==> config.mk <==
export PLATFORM = sky130hd
export DESIGN_NAME = lsd_decode_exec
export DESIGN_NICKNAME = d
export VERILOG_FILES = /design/src/verilog/lsd_pkg.sv /design/src/verilog/lsd_shifter.sv /design/src/verilog/lsd_decode_exec.sv
export VERILOG_INCLUDE_DIRS = /design/src /design/src/verilog
export SDC_FILE = /design/constraint.sdc
export NUM_CORES = 1
export LEC_CHECK = 0
export BUFFER_PORTS_ARGS = -buffer_cell sky130_fd_sc_hd__buf_2
export CAP_MARGIN = 20
export CELL_PAD_IN_SITES_DETAIL_PLACEMENT = 0
export CELL_PAD_IN_SITES_GLOBAL_PLACEMENT = 1
export CORE_MARGIN = 3
export CORE_UTILIZATION = 33
export CTS_BUF_LIST = sky130_fd_sc_hd__clkbuf_4
export DETAILED_ROUTE_END_ITERATION = 8
export PLACE_DENSITY_LB_ADDON = 0.1
export SYNTH_ARGS = -nofsm -noshare
export SYNTH_HDL_FRONTEND = slang
export SYNTH_SLANG_ARGS = --single-unit
==> constraint.sdc <==
create_clock -name clk -period 2.3 [get_ports clk]
set_input_delay 0.345 -clock clk [delete_from_list [all_inputs] [get_ports clk]]
set_output_delay 0.345 -clock clk [all_outputs]
set_load 0.02 [all_outputs]
==> src/verilog/lsd_consts.svh <==
// Purpose: Constants for the left shift decode and execute block
// Assumes: 16-bit and 32-bit instruction words, 32-bit data path
// Notes: Widths, fixed values and opcode patterns only
`ifndef LSD_CONSTS_SVH
`define LSD_CONSTS_SVH

`define LSD_DATA_W 32
`define LSD_CNT_LO_W 8
`define LSD_AMT_W 5
`define LSD_IDX_W 4
`define LSD_ZERO_AMT 5'h00
`define LSD_ZERO_WORD 32'h0000_0000
`define LSD_WORD_BITS 9'h020
// 16-bit immediate form: bits 15..11 equal 00000
`define LSD_N16_IMM_OP 5'h00
// 16-bit register form: bits 15..6 equal 0100000010
`define LSD_N16_REG_OP 10'h102
// 32-bit immediate form: bits 31..16 equal 11101010010s1111
`define LSD_W_IMM_HI 11'h752
`define LSD_W_IMM_LO 4'hf
// 32-bit register form: bits 31..21 = 11111010000, bits 15..12 = 1111, bits 7..4 = 0000
`define LSD_W_REG_HI 11'h7d0
`define LSD_W_REG_MID 4'hf
`define LSD_W_REG_TY 4'h0
`define LSD_SHIFT_TYPE_LEFT 2'h0

`endif

==> src/verilog/lsd_pkg.sv <==
// Purpose: Types for the left shift decode and execute block
// Assumes: Constants header included here
// Notes: Types only
`include "lsd_consts.svh"

package lsd_pkg;

    typedef enum logic [2:0] {
        LSD_FORM_NONE,
        LSD_FORM_N16_IMM,
        LSD_FORM_N16_REG,
        LSD_FORM_W_IMM,
        LSD_FORM_W_REG
    } lsd_form_t;

    typedef struct packed {
        logic valid;
        logic is_wide;
        logic [31:0] word;
        logic in_conditional_block;
    } lsd_instr_t;

    typedef struct packed {
        logic [`LSD_IDX_W-1:0] dest_index;
        logic [`LSD_IDX_W-1:0] source_index;
        logic [`LSD_IDX_W-1:0] shift_count_index;
        logic [`LSD_AMT_W-1:0] imm_amount;
        logic by_register;
        logic set_flags;
        logic hit;
        logic undefined;
    } lsd_decode_t;

    typedef struct packed {
        logic n;
        logic z;
        logic c;
        logic v;
    } lsd_flags_t;

endpackage

==> src/verilog/lsd_shifter.sv <==
// Purpose: Logical left shift with carry out
// Assumes: Amount up to 255, carry in passes through for zero amount
// Notes: Purely combinational
`include "lsd_consts.svh"

module lsd_shifter (
    input wire logic [`LSD_DATA_W-1:0] operand, // Value to shift
    input wire logic [`LSD_CNT_LO_W-1:0] amount, // Shift amount
    input wire logic carry_in, // Current carry flag
    output logic [`LSD_DATA_W-1:0] result, // Shifted value
    output logic carry_out // Last bit shifted out
);

    logic [`LSD_DATA_W:0] wide;

    always_comb
    begin
        wide = {1'b0, operand};
        result = `LSD_ZERO_WORD;
        carry_out = carry_in;
        if (amount == 8'h00)
        begin
            result = operand;
        end
        else if ({1'b0, amount} < `LSD_WORD_BITS)
        begin
            wide = {1'b0, operand} << amount;
            result = wide[`LSD_DATA_W-1:0];
            carry_out = wide[`LSD_DATA_W];
        end
        else if ({1'b0, amount} == `LSD_WORD_BITS)
        begin
            carry_out = operand[0];
        end
        else
        begin
            carry_out = 1'b0;
        end
    end

endmodule

==> src/verilog/lsd_decode_exec.sv <==
// Purpose: Decode and execute the logical left shift instruction family
// Assumes: Register file read ports answer combinationally by index
// Notes: One instruction per cycle, results registered one cycle later
`include "lsd_consts.svh"

module lsd_decode_exec (
    input wire logic clk, // Core clock
    input wire logic resetn, // Asynchronous reset, active low
    input wire logic main_ext, // Main architecture extension present
    input wire lsd_pkg::lsd_instr_t instr, // Instruction from fetch
    input wire logic [`LSD_DATA_W-1:0] source_data, // Value of source register
    input wire logic [`LSD_DATA_W-1:0] count_data, // Value of shift count register
    input wire lsd_pkg::lsd_flags_t flags_in, // Current condition flags
    output lsd_pkg::lsd_decode_t dec, // Decoded fields, drives read ports
    output logic wr_en, // Register write strobe
    output logic [`LSD_IDX_W-1:0] wr_index, // Destination register
    output logic [`LSD_DATA_W-1:0] wr_data, // Result value
    output logic flags_we, // Flag write strobe
    output lsd_pkg::lsd_flags_t flags_out, // New condition flags
    output logic undef_fault // Undefined instruction fault pulse
);

    // ****************************************
    // Decode
    // ****************************************
    lsd_pkg::lsd_form_t form;
    logic [`LSD_CNT_LO_W-1:0] amount;
    logic [`LSD_DATA_W-1:0] shifted;
    logic carry_new;

    function automatic logic [`LSD_IDX_W-1:0] low_reg(input logic [2:0] f);
        low_reg = {1'b0, f};
    endfunction

    always_comb
    begin
        form = lsd_pkg::LSD_FORM_NONE;
        dec = '0;
        if (instr.valid && !instr.is_wide)
        begin
            if (instr.word[15:11] == `LSD_N16_IMM_OP
                && instr.word[10:6] != `LSD_ZERO_AMT)
            begin
                form = lsd_pkg::LSD_FORM_N16_IMM;
                dec.source_index = low_reg(instr.word[5:3]);
                dec.dest_index = low_reg(instr.word[2:0]);
                dec.imm_amount = instr.word[10:6];
            end
            else if (instr.word[15:6] == `LSD_N16_REG_OP)
            begin
                form = lsd_pkg::LSD_FORM_N16_REG;
                dec.source_index = low_reg(instr.word[2:0]);
                dec.dest_index = low_reg(instr.word[2:0]);
                dec.shift_count_index = low_reg(instr.word[5:3]);
                dec.by_register = 1'b1;
            end
            if (form != lsd_pkg::LSD_FORM_NONE)
            begin
                dec.set_flags = !instr.in_conditional_block;
            end
        end
        else if (instr.valid)
        begin
            if (instr.word[31:21] == `LSD_W_IMM_HI && instr.word[19:16] == `LSD_W_IMM_LO
                && instr.word[5:4] == `LSD_SHIFT_TYPE_LEFT)
            begin
                form = lsd_pkg::LSD_FORM_W_IMM;
                dec.imm_amount = {instr.word[14:12], instr.word[7:6]};
                dec.dest_index = instr.word[11:8];
                dec.source_index = instr.word[3:0];
                dec.set_flags = instr.word[20];
            end
            else if (instr.word[31:21] == `LSD_W_REG_HI
                && instr.word[22:21] == `LSD_SHIFT_TYPE_LEFT
                && instr.word[15:12] == `LSD_W_REG_MID
                && instr.word[7:4] == `LSD_W_REG_TY)
            begin
                form = lsd_pkg::LSD_FORM_W_REG;
                dec.source_index = instr.word[19:16];
                dec.dest_index = instr.word[11:8];
                dec.shift_count_index = instr.word[3:0];
                dec.set_flags = instr.word[20];
                dec.by_register = 1'b1;
            end
        end
        dec.hit = form != lsd_pkg::LSD_FORM_NONE;
        // Only the flagged short forms belong to the baseline
        dec.undefined = dec.hit && !main_ext
            && (instr.is_wide || !dec.set_flags);
    end

    // ****************************************
    // Execute
    // ****************************************
    always_comb
    begin
        if (dec.by_register)
        begin
            amount = count_data[`LSD_CNT_LO_W-1:0];
        end
        else
        begin
            amount = {3'h0, dec.imm_amount};
        end
    end

    // Same datapath as the shifted register move
    lsd_shifter lsd_shifter_inst (
        .operand(source_data),
        .amount(amount),
        .carry_in(flags_in.c),
        .result(shifted),
        .carry_out(carry_new)
    );

    // ****************************************
    // Result registers
    // ****************************************
    logic wr_en_next;
    logic [`LSD_IDX_W-1:0] wr_index_next;
    logic [`LSD_DATA_W-1:0] wr_data_next;
    logic flags_we_next;
    lsd_pkg::lsd_flags_t flags_out_next;
    logic undef_next;

    always_comb
    begin
        wr_en_next = dec.hit && !dec.undefined;
        wr_index_next = wr_index;
        wr_data_next = wr_data;
        flags_we_next = 1'b0;
        flags_out_next = flags_out;
        undef_next = dec.undefined;
        if (wr_en_next)
        begin
            wr_index_next = dec.dest_index;
            wr_data_next = shifted;
            flags_we_next = dec.set_flags;
            if (dec.set_flags)
            begin
                flags_out_next.n = shifted[`LSD_DATA_W-1];
                flags_out_next.z = shifted == `LSD_ZERO_WORD;
                flags_out_next.c = carry_new;
                flags_out_next.v = flags_in.v;
            end
            else
            begin
                flags_out_next = flags_in;
            end
        end
    end

    always_ff @(posedge clk or negedge resetn)
    begin
        if (!resetn)
        begin
            wr_en <= 1'b0;
            wr_index <= '0;
            wr_data <= `LSD_ZERO_WORD;
            flags_we <= 1'b0;
            flags_out <= '0;
            undef_fault <= 1'b0;
        end
        else
        begin
            wr_en <= wr_en_next;
            wr_index <= wr_index_next;
            wr_data <= wr_data_next;
            flags_we <= flags_we_next;
            flags_out <= flags_out_next;
            undef_fault <= undef_next;
        end
    end

    // ****************************************
    // Checks
    // ****************************************
    AST_ZERO_LOW: assert property (@(posedge clk) disable iff (!resetn)
        (wr_en_next && amount != 8'h00 && amount < 8'h20) |=> wr_data[0] == 1'b0)
        else $error("low bit not zero after shift");
    AST_BIG_ZERO: assert property (@(posedge clk) disable iff (!resetn)
        (wr_en_next && amount >= 8'h20) |=> wr_data == 32'h0000_0000)
        else $error("large shift not zero");
    AST_COUNT_LOW: assert property (@(posedge clk) disable iff (!resetn)
        (wr_en_next && dec.by_register) |=> wr_data == $past(source_data) << $past(count_data[7:0]))
        else $error("count not from low byte");
    AST_IMM_SHIFT: assert property (@(posedge clk) disable iff (!resetn)
        (wr_en_next && !dec.by_register) |=> wr_data == $past(source_data) << $past(dec.imm_amount))
        else $error("immediate shift wrong");
    AST_NOFLAG: assert property (@(posedge clk) disable iff (!resetn)
        (wr_en_next && !dec.set_flags) |=> !flags_we)
        else $error("flags written by unflagged form");
    AST_ZFLAG: assert property (@(posedge clk) disable iff (!resetn)
        flags_we |-> flags_out.z == (wr_data == 32'h0000_0000))
        else $error("zero flag mismatch");
    AST_ITBLOCK: assert property (@(posedge clk) disable iff (!resetn)
        (dec.hit && !instr.is_wide) |-> dec.set_flags == !instr.in_conditional_block)
        else $error("short form flag choice wrong");
    AST_UNDEF: assert property (@(posedge clk) disable iff (!resetn)
        (dec.hit && instr.is_wide && !main_ext) |=> undef_fault && !wr_en)
        else $error("missing undefined fault");
    AST_N16_AMT: assert property (@(posedge clk) disable iff (!resetn)
        (instr.valid && !instr.is_wide && instr.word[15:6] == 10'h000) |-> !dec.hit)
        else $error("zero amount decoded as shift");

    // ****************************************
    // Checks on fields, faults and flags
    // ****************************************
    // Field extraction
    AST_N16_IDX: assert property (@(posedge clk) disable iff (!resetn)
        form == lsd_pkg::LSD_FORM_N16_IMM |-> dec.source_index == {1'b0, instr.word[5:3]}
            && dec.dest_index == {1'b0, instr.word[2:0]})
        else $error("short immediate fields wrong");
    AST_N16_REG_IDX: assert property (@(posedge clk) disable iff (!resetn)
        form == lsd_pkg::LSD_FORM_N16_REG |-> dec.source_index == dec.dest_index
            && dec.shift_count_index == {1'b0, instr.word[5:3]})
        else $error("short register fields wrong");
    AST_W_AMT: assert property (@(posedge clk) disable iff (!resetn)
        form == lsd_pkg::LSD_FORM_W_IMM
            |-> dec.imm_amount == {instr.word[14:12], instr.word[7:6]})
        else $error("wide amount wrong");
    AST_W_IMM_IDX: assert property (@(posedge clk) disable iff (!resetn)
        form == lsd_pkg::LSD_FORM_W_IMM |-> dec.dest_index == instr.word[11:8]
            && dec.source_index == instr.word[3:0] && instr.word[5:4] == 2'h0)
        else $error("wide immediate fields wrong");
    AST_W_REG_IDX: assert property (@(posedge clk) disable iff (!resetn)
        form == lsd_pkg::LSD_FORM_W_REG |-> dec.source_index == instr.word[19:16]
            && dec.shift_count_index == instr.word[3:0] && dec.dest_index == instr.word[11:8])
        else $error("wide register fields wrong");
    AST_WIDE_FLAG: assert property (@(posedge clk) disable iff (!resetn)
        (dec.hit && instr.is_wide) |-> dec.set_flags == instr.word[20])
        else $error("wide flag bit ignored");
    AST_N16_NONZERO: assert property (@(posedge clk) disable iff (!resetn)
        form == lsd_pkg::LSD_FORM_N16_IMM |-> dec.imm_amount != 5'h00)
        else $error("short immediate with zero amount");

    // Faults and baseline forms
    AST_BASELINE: assert property (@(posedge clk) disable iff (!resetn)
        (dec.hit && !instr.is_wide && !instr.in_conditional_block) |-> !dec.undefined)
        else $error("baseline short form refused");
    AST_EXT_DEFINED: assert property (@(posedge clk) disable iff (!resetn)
        main_ext |-> !dec.undefined)
        else $error("fault with extension present");
    AST_UNDEF_SHORT: assert property (@(posedge clk) disable iff (!resetn)
        (dec.hit && !instr.is_wide && instr.in_conditional_block && !main_ext)
            |=> undef_fault && !wr_en)
        else $error("unflagged short form not refused");
    AST_FAULT_ONLY: assert property (@(posedge clk) disable iff (!resetn)
        undef_fault |-> !wr_en && !flags_we)
        else $error("write beside fault");
    AST_WRITE_DEST: assert property (@(posedge clk) disable iff (!resetn)
        wr_en_next |=> wr_en && wr_index == $past(dec.dest_index))
        else $error("write index wrong");
    AST_IDLE: assert property (@(posedge clk) disable iff (!resetn)
        !dec.hit |=> !wr_en && !undef_fault && !flags_we)
        else $error("activity without a decoded shift");
    AST_HOLD_DATA: assert property (@(posedge clk) disable iff (!resetn)
        !wr_en_next |=> $stable(wr_data) && $stable(wr_index))
        else $error("result changed without a write");

    // Flags and amount selection
    AST_NFLAG: assert property (@(posedge clk) disable iff (!resetn)
        flags_we |-> flags_out.n == wr_data[`LSD_DATA_W-1])
        else $error("negative flag mismatch");
    AST_VFLAG: assert property (@(posedge clk) disable iff (!resetn)
        flags_we |-> flags_out.v == $past(flags_in.v))
        else $error("overflow flag changed");
    AST_KEEP_FLAGS: assert property (@(posedge clk) disable iff (!resetn)
        (wr_en_next && !dec.set_flags) |=> flags_out == $past(flags_in))
        else $error("unflagged form altered flags");
    AST_CARRY_BIG: assert property (@(posedge clk) disable iff (!resetn)
        (wr_en_next && dec.set_flags && amount > 8'h20) |=> !flags_out.c)
        else $error("carry not cleared beyond word");
    AST_CARRY_32: assert property (@(posedge clk) disable iff (!resetn)
        (wr_en_next && dec.set_flags && amount == 8'h20) |=> flags_out.c == $past(source_data[0]))
        else $error("carry not bit zero at full word");
    AST_CARRY_ZERO: assert property (@(posedge clk) disable iff (!resetn)
        (wr_en_next && dec.set_flags && amount == 8'h00) |=> flags_out.c == $past(flags_in.c))
        else $error("carry changed by zero count");
    AST_COUNT_SEL: assert property (@(posedge clk) disable iff (!resetn)
        dec.by_register |-> amount == count_data[`LSD_CNT_LO_W-1:0])
        else $error("count not taken from register");
    AST_REG_SHORT: assert property (@(posedge clk) disable iff (!resetn)
        form == lsd_pkg::LSD_FORM_N16_REG |-> dec.by_register)
        else $error("short register form not by register");
    AST_IMM_FORMS: assert property (@(posedge clk) disable iff (!resetn)
        (form == lsd_pkg::LSD_FORM_N16_IMM || form == lsd_pkg::LSD_FORM_W_IMM)
            |-> !dec.by_register && amount[7:5] == 3'h0)
        else $error("immediate form amount wrong");

    COV_SHORT_IMM: cover property (@(posedge clk) form == lsd_pkg::LSD_FORM_N16_IMM && wr_en_next);
    COV_WIDE_REG: cover property (@(posedge clk) form == lsd_pkg::LSD_FORM_W_REG && wr_en_next);
    COV_BIG: cover property (@(posedge clk) wr_en_next && amount > 8'h20);
    COV_UNDEF: cover property (@(posedge clk) dec.undefined);
    COV_KEEP_FLAGS: cover property (@(posedge clk) wr_en_next && !dec.set_flags);

endmodule

## Yosys cells after proc, flatten, opt, wreduce, memory -nomap -nowiden

Index checks and enable logic that the tools add are counted.

- Bits in registers: 43
- Logic and storage cells: 73

- $lt $le $gt $ge: 1
- Equality and inequality tests: 6
- Shifts and indexed selects: 1
- Multiplexer cells: 31
- Reduce and logical (&&, ||, !) cells: 25

Operators by type and width:

| kind | count |
|---|---|
| $mux 32 | 2 |
| $mux 19 | 2 |
| $shl 32x8->33 | 1 |
| $logic_not 32->1 | 1 |
| $mux 8 | 3 |
| $eq 11x11->1 const B | 2 |
| $mux 3 | 6 |
| $mux 12 | 1 |
| $mux 4 | 3 |
| $mux 11 | 1 |
| $eq 10x9->1 const B | 1 |
| $logic_and 1x1->1 | 10 |
| $mux 5 | 2 |
| $mux 1 | 9 |
| $eq 4x4->1 const B | 2 |
| $eq 8x6->1 const B | 1 |
| $logic_not 8->1 | 1 |
| $lt 8x6->1 const B | 1 |
| $reduce_bool 3->1 | 2 |
| $logic_not 1->1 | 5 |
| $logic_not 5->1 | 1 |
| $reduce_bool 5->1 | 1 |
| $logic_not 2->1 | 2 |
| $logic_not 4->1 | 1 |
| 2 further kinds | 3 |

## Logic depth before layout (Yosys ltp)

- Word-level depth: 14
- Mapped depth: 17
- Depth with buffers taken out: 13

## Cells and area by module

A second synthesis with hierarchy kept.

- Cell total of the unflattened synthesis: 433
- Area, all modules: 4,351.7 um^2

By module, submodules not included:

| module | instances | cells an instance | area each (um^2) |
|---|---|---|---|
| lsd_decode_exec | 1 | 172 | 2,260.9 |
| lsd_shifter | 1 | 261 | 2,090.8 |

## Worst setup path after synthesis

No wires, ideal clock.

- Path type: input-to-reg
- Start point: in instr[25] (netlist name)
- End point: reg flags_out[2] (netlist name)
- Setup time: 76 ps
- Arrival: 3,803 ps
- Data required time: 2,224 ps
- Path slack: -1,579 ps
- Stages on the path: 13
- Path buffers: 1
- Path through: or4b_1 nor4_1 buf_4 nand3_2 nand2_1 mux2_2 a22oi_1 a211oi_1 a211oi_1 o21ai_0 or2_0 or4_1 o21ai_1

- Cells in the longest elaborated chain, start to end: 14

Ends and longest elaborated chain:

| item | RTL line | RTL |
|---|---|---|
| start: declaration | lsd_decode_exec.sv:10 | `input wire lsd_pkg::lsd_instr_t instr,` |
| $eq 11x11->1 (no line) | - |  |
| $logic_and 1x1->1 (no line) (3 in series) | - |  |
| $mux 2 | lsd_decode_exec.sv:73 | `` else if (instr.word[31:21] == `LSD_W_REG_HI `` |
| $mux 1 | lsd_decode_exec.sv:64 | `` if (instr.word[31:21] == `LSD_W_IMM_HI && instr.word[19:16] == `LSD_W_IMM_LO `` |
| $mux 19 | lsd_decode_exec.sv:62 | `else if (instr.valid)` |
| $mux 19 | lsd_decode_exec.sv:39 | `if (instr.valid && !instr.is_wide)` |
| $mux 8 | lsd_decode_exec.sv:97 | `if (dec.by_register)` |
| $shl 32x8->33 / $lt 8x6->1 (equally long branches) | - |  |
| $mux 32 | lsd_shifter.sv:25 | `` else if ({1'b0, amount} < `LSD_WORD_BITS) `` |
| $mux 32 | lsd_shifter.sv:21 | `if (amount == 8'h00)` |
| $logic_not 32->1 (no line) | - |  |
| $mux 4 | lsd_decode_exec.sv:139 | `if (dec.set_flags)` |
| end signal: assignment | lsd_decode_exec.sv:170 | `flags_out <= flags_out_next;` |
| end: declaration | lsd_decode_exec.sv:19 | `output lsd_pkg::lsd_flags_t flags_out,` |

Several ways; a longest one is shown, not always the timed one.
A chain may end at the register's enable or synchronous reset.

## Worst setup path in the final report

- Start point: in instr[13] (netlist name)
- End point: reg flags_out[2] (netlist name)

- Cells in the longest elaborated chain, start to end: 13

Ends and longest elaborated chain:

| item | RTL line |
|---|---|
| $eq 4x4->1 (no line) | - |
| $logic_and 1x1->1 (no line) (2 in series) | - |
| $mux 2 | lsd_decode_exec.sv:73 |
| $mux 1 | lsd_decode_exec.sv:64 |
| $mux 19 | lsd_decode_exec.sv:62 |
| $mux 19 | lsd_decode_exec.sv:39 |
| $mux 8 | lsd_decode_exec.sv:97 |
| $shl 32x8->33 / $lt 8x6->1 (equally long branches) | - |
| $mux 32 | lsd_shifter.sv:25 |
| $mux 32 | lsd_shifter.sv:21 |
| $logic_not 32->1 (no line) | - |
| $mux 4 | lsd_decode_exec.sv:139 |

Several ways; a longest one is shown, not always the timed one. The select of a mux whose other input is x is not followed.

==> run metrics <==
Slew HR=37.7%; Layout Nets=1284; Syn Area/Cell=7.20 sq um; Worst Path Max Fanout=7; clock transition at the registers of the reported paths=0.13 ns; min Tclk post-route=3.70 ns; Die Y=126 um; Lkg Pwr=5.25 nW; synth warn=0; startpoint type of the worst setup path=primary input; Core Region=14000 sq um; synth cell count leaders=nand2_1 (93), o21ai_0 (60), a21oi_1 (48), nor2_1 (47), dfrtp_1 (43); clock root cell=clkbuf_4; fmax=270 MHz; Via-to-Cell Ratio=6.35; most area-hungry cell type in the Yosys netlist=dfrtp_1; most numerous cell in the Yosys netlist=nand2_1; P&R area growth vs syn=133%; port bufs=145; CP Data Required Time=2.59 ns; Data arrival, critical path=3.99 ns; Final Hold Fails=0; Max VDD drop=209 uV; Setup-failing EPs final=59; status=complete, but fails checks; CTS tree=done; PD cells=209 nW/um^2; GR Util All Layers=38.5%; Power, Total=2.33 mW; Post-synth EDFFs=0; #FFs+latches synth=43; total grt overflow=0; initial antenna violation count=2; Final ANT Viol Nets=0; WL per Instance=26.2 um; clk_skew=0 ns; Die W=126 um; Post-Route WL=35.6 mm; share of the synthesized area in the top cell type=22.5%; first-pass GRT wire length=47.6 mm; worst-case clock buffer depth=2; Fillers=887; Vias=8631; H-tree levels=2; dpl ws=-1.75 ns; row cnt=43; DIE AREA=16000 sq um; Setup CP Type=primary input to flip-flop; Crit. End Element=flip-flop; vias in the first global route=8149; ys flop type=dfrtp_1; sequential share of the synthesized area=22.5%; cell count of the worst reg-to-reg path=1; share of cells above drive strength 1=70.1%; Slew Limit Fails=0; Critical Path Source=instr[13]; # IOs=170; RSZ-0062 raised after global routing=yes; Post-route DRC=0; FFs w/ async S/R, synth=100%; drt first pass iters=5; HP Class=primary input to async pin; Final Cycle Share=161%; Netlist cell types=73; starting density of the core=34.0%; failing checks=setup timing; post-route setup slack=-1.40 ns; largest net degree at the start of global routing=44; Worst-Skew Late Latency=0.36 ns; Synth Cell Area=4780 sq um; CTS Hold Bufs=0; worst reg2reg path startpoint=wr_index[3]; post-DP HPWL=24.0 mm; clk sinks=43; Slew @ Worst Pin=0.935 ns; cts bufs inserted=5; Cells after Synth=664; largest cells by area after synthesis=dfrtp_1 (23%), nand2_1 (7.3%), o21ai_0 (6.3%); syn nets=770; routability cong.=1.09; Max Cap Viol=0; drt first-iter violations=965
[cells in the final DEF (no fill, tap or decap), drive strengths merged, types with 9 or more instances in the layout]
cell type and n:
a21oi 51, buf 550, nand3 37, dfrtp 43, nor4 13, inv 10, and3 11, o21ai 63
o31ai 9, o22ai 13, nor2 47, nor3 30, nand2 94, and2 10, a21o 10, mux2i 19
mux2 13, a31oi 11, a211oi 14
[path summary, 6_finish.rpt]
path / endpoint / slack (ns)
worst max-delay path: flags_out[2] / -1.40
worst min-delay path: wr_data[0] / 0.10
worst max register to register: wr_index[3] / 1.49
worst min register to register: flags_out[0] / 0.48
max in group asynchronous: wr_data[23] / 1.61
min in group clk: flags_out[0] / 0.19
[registers in the layout (all words and copies together), names as in the netlist]
register	flops
wr_data	32
flags_out	4
wr_index	4
flags_we	1
undef_fault	1
wr_en	1
[layout make-up]
class	instances	area [sq um]	share of cell area, %
Tap cell	180	225	2.02
Sequential cell	43	1080	9.67
Timing Repair Buffer	554	4590	41.3
Clock buffer	5	37.5	0.337
Antenna cell	1	2.50	0.0225
Clock inverter	3	15.0	0.135
Inverter	10	47.5	0.427
Multi-Input combinational cell	564	5130	46.1
[power breakdown]
group	internal, mW	switching, mW	total (mW)
clock	0.112	0.248	0.360
sequential	0.808	0.0280	0.836
combinational	0.527	0.606	1.13
[per-stage QoR]
step | hold slack (ns) | instance area [sq um] | setup TNS [ns] | instances | util, %
floorplan | 0.0494 | 5230 | -21.65 | 664 | -
global placement | 0.453 | 8280 | -50.31 | 1252 | 59.0
detailed placement | 0.457 | 8280 | -54.95 | 1252 | 59.0
CTS | 0.114 | 10000 | -25.68 | 1320 | 71.4
global route | 0.153 | 11100 | -40.38 | 1360 | 79.2
finish | 0.103 | 11100 | -39.26 | 1360 | 79.2
[worst max-delay path, cell delays in order]
cell,delay (ns)
buf_6,0.09
or4_4,0.60
buf_6,0.17
nor4_4,0.25
buf_4,0.22
a21oi_4,0.06
buf_6,0.16
o21ai_4,0.25
buf_12,0.18
a21oi_2,0.05
buf_4,0.14
o211ai_1,0.36
o31ai_4,0.13
o31ai_2,0.26
nand2_1,0.16
nor3b_1,0.25
nand4_1,0.14
o21ai_2,0.16
[kinds of logic after synthesis]
| logic type | after synthesis | synth area share, % |
|---|---|---|
| compound gates | 251 | 35.4 |
| mux | 34 | 8.06 |
| simple gates | 278 | 28.4 |
| flops | 43 | 22.5 |
| buf+inv | 58 | 5.58 |
[layer usage]
layer	GRT usage, %	wire (um)	part of all wire, %
met1	47.9	13000	37
met2	62.7	16300	46
met3	9.73	3940	11
met4	17.7	2310	6.5
met5	0	17	0.048
[repair_timing]
action                                  CTS  global route
setup buffers                            65            47
pin swaps                                69            57
endpoints found under the setup margin   60            59
gates cloned                              6             1
resized for setup                       258           172
Power figures use the tool's default switching activity.
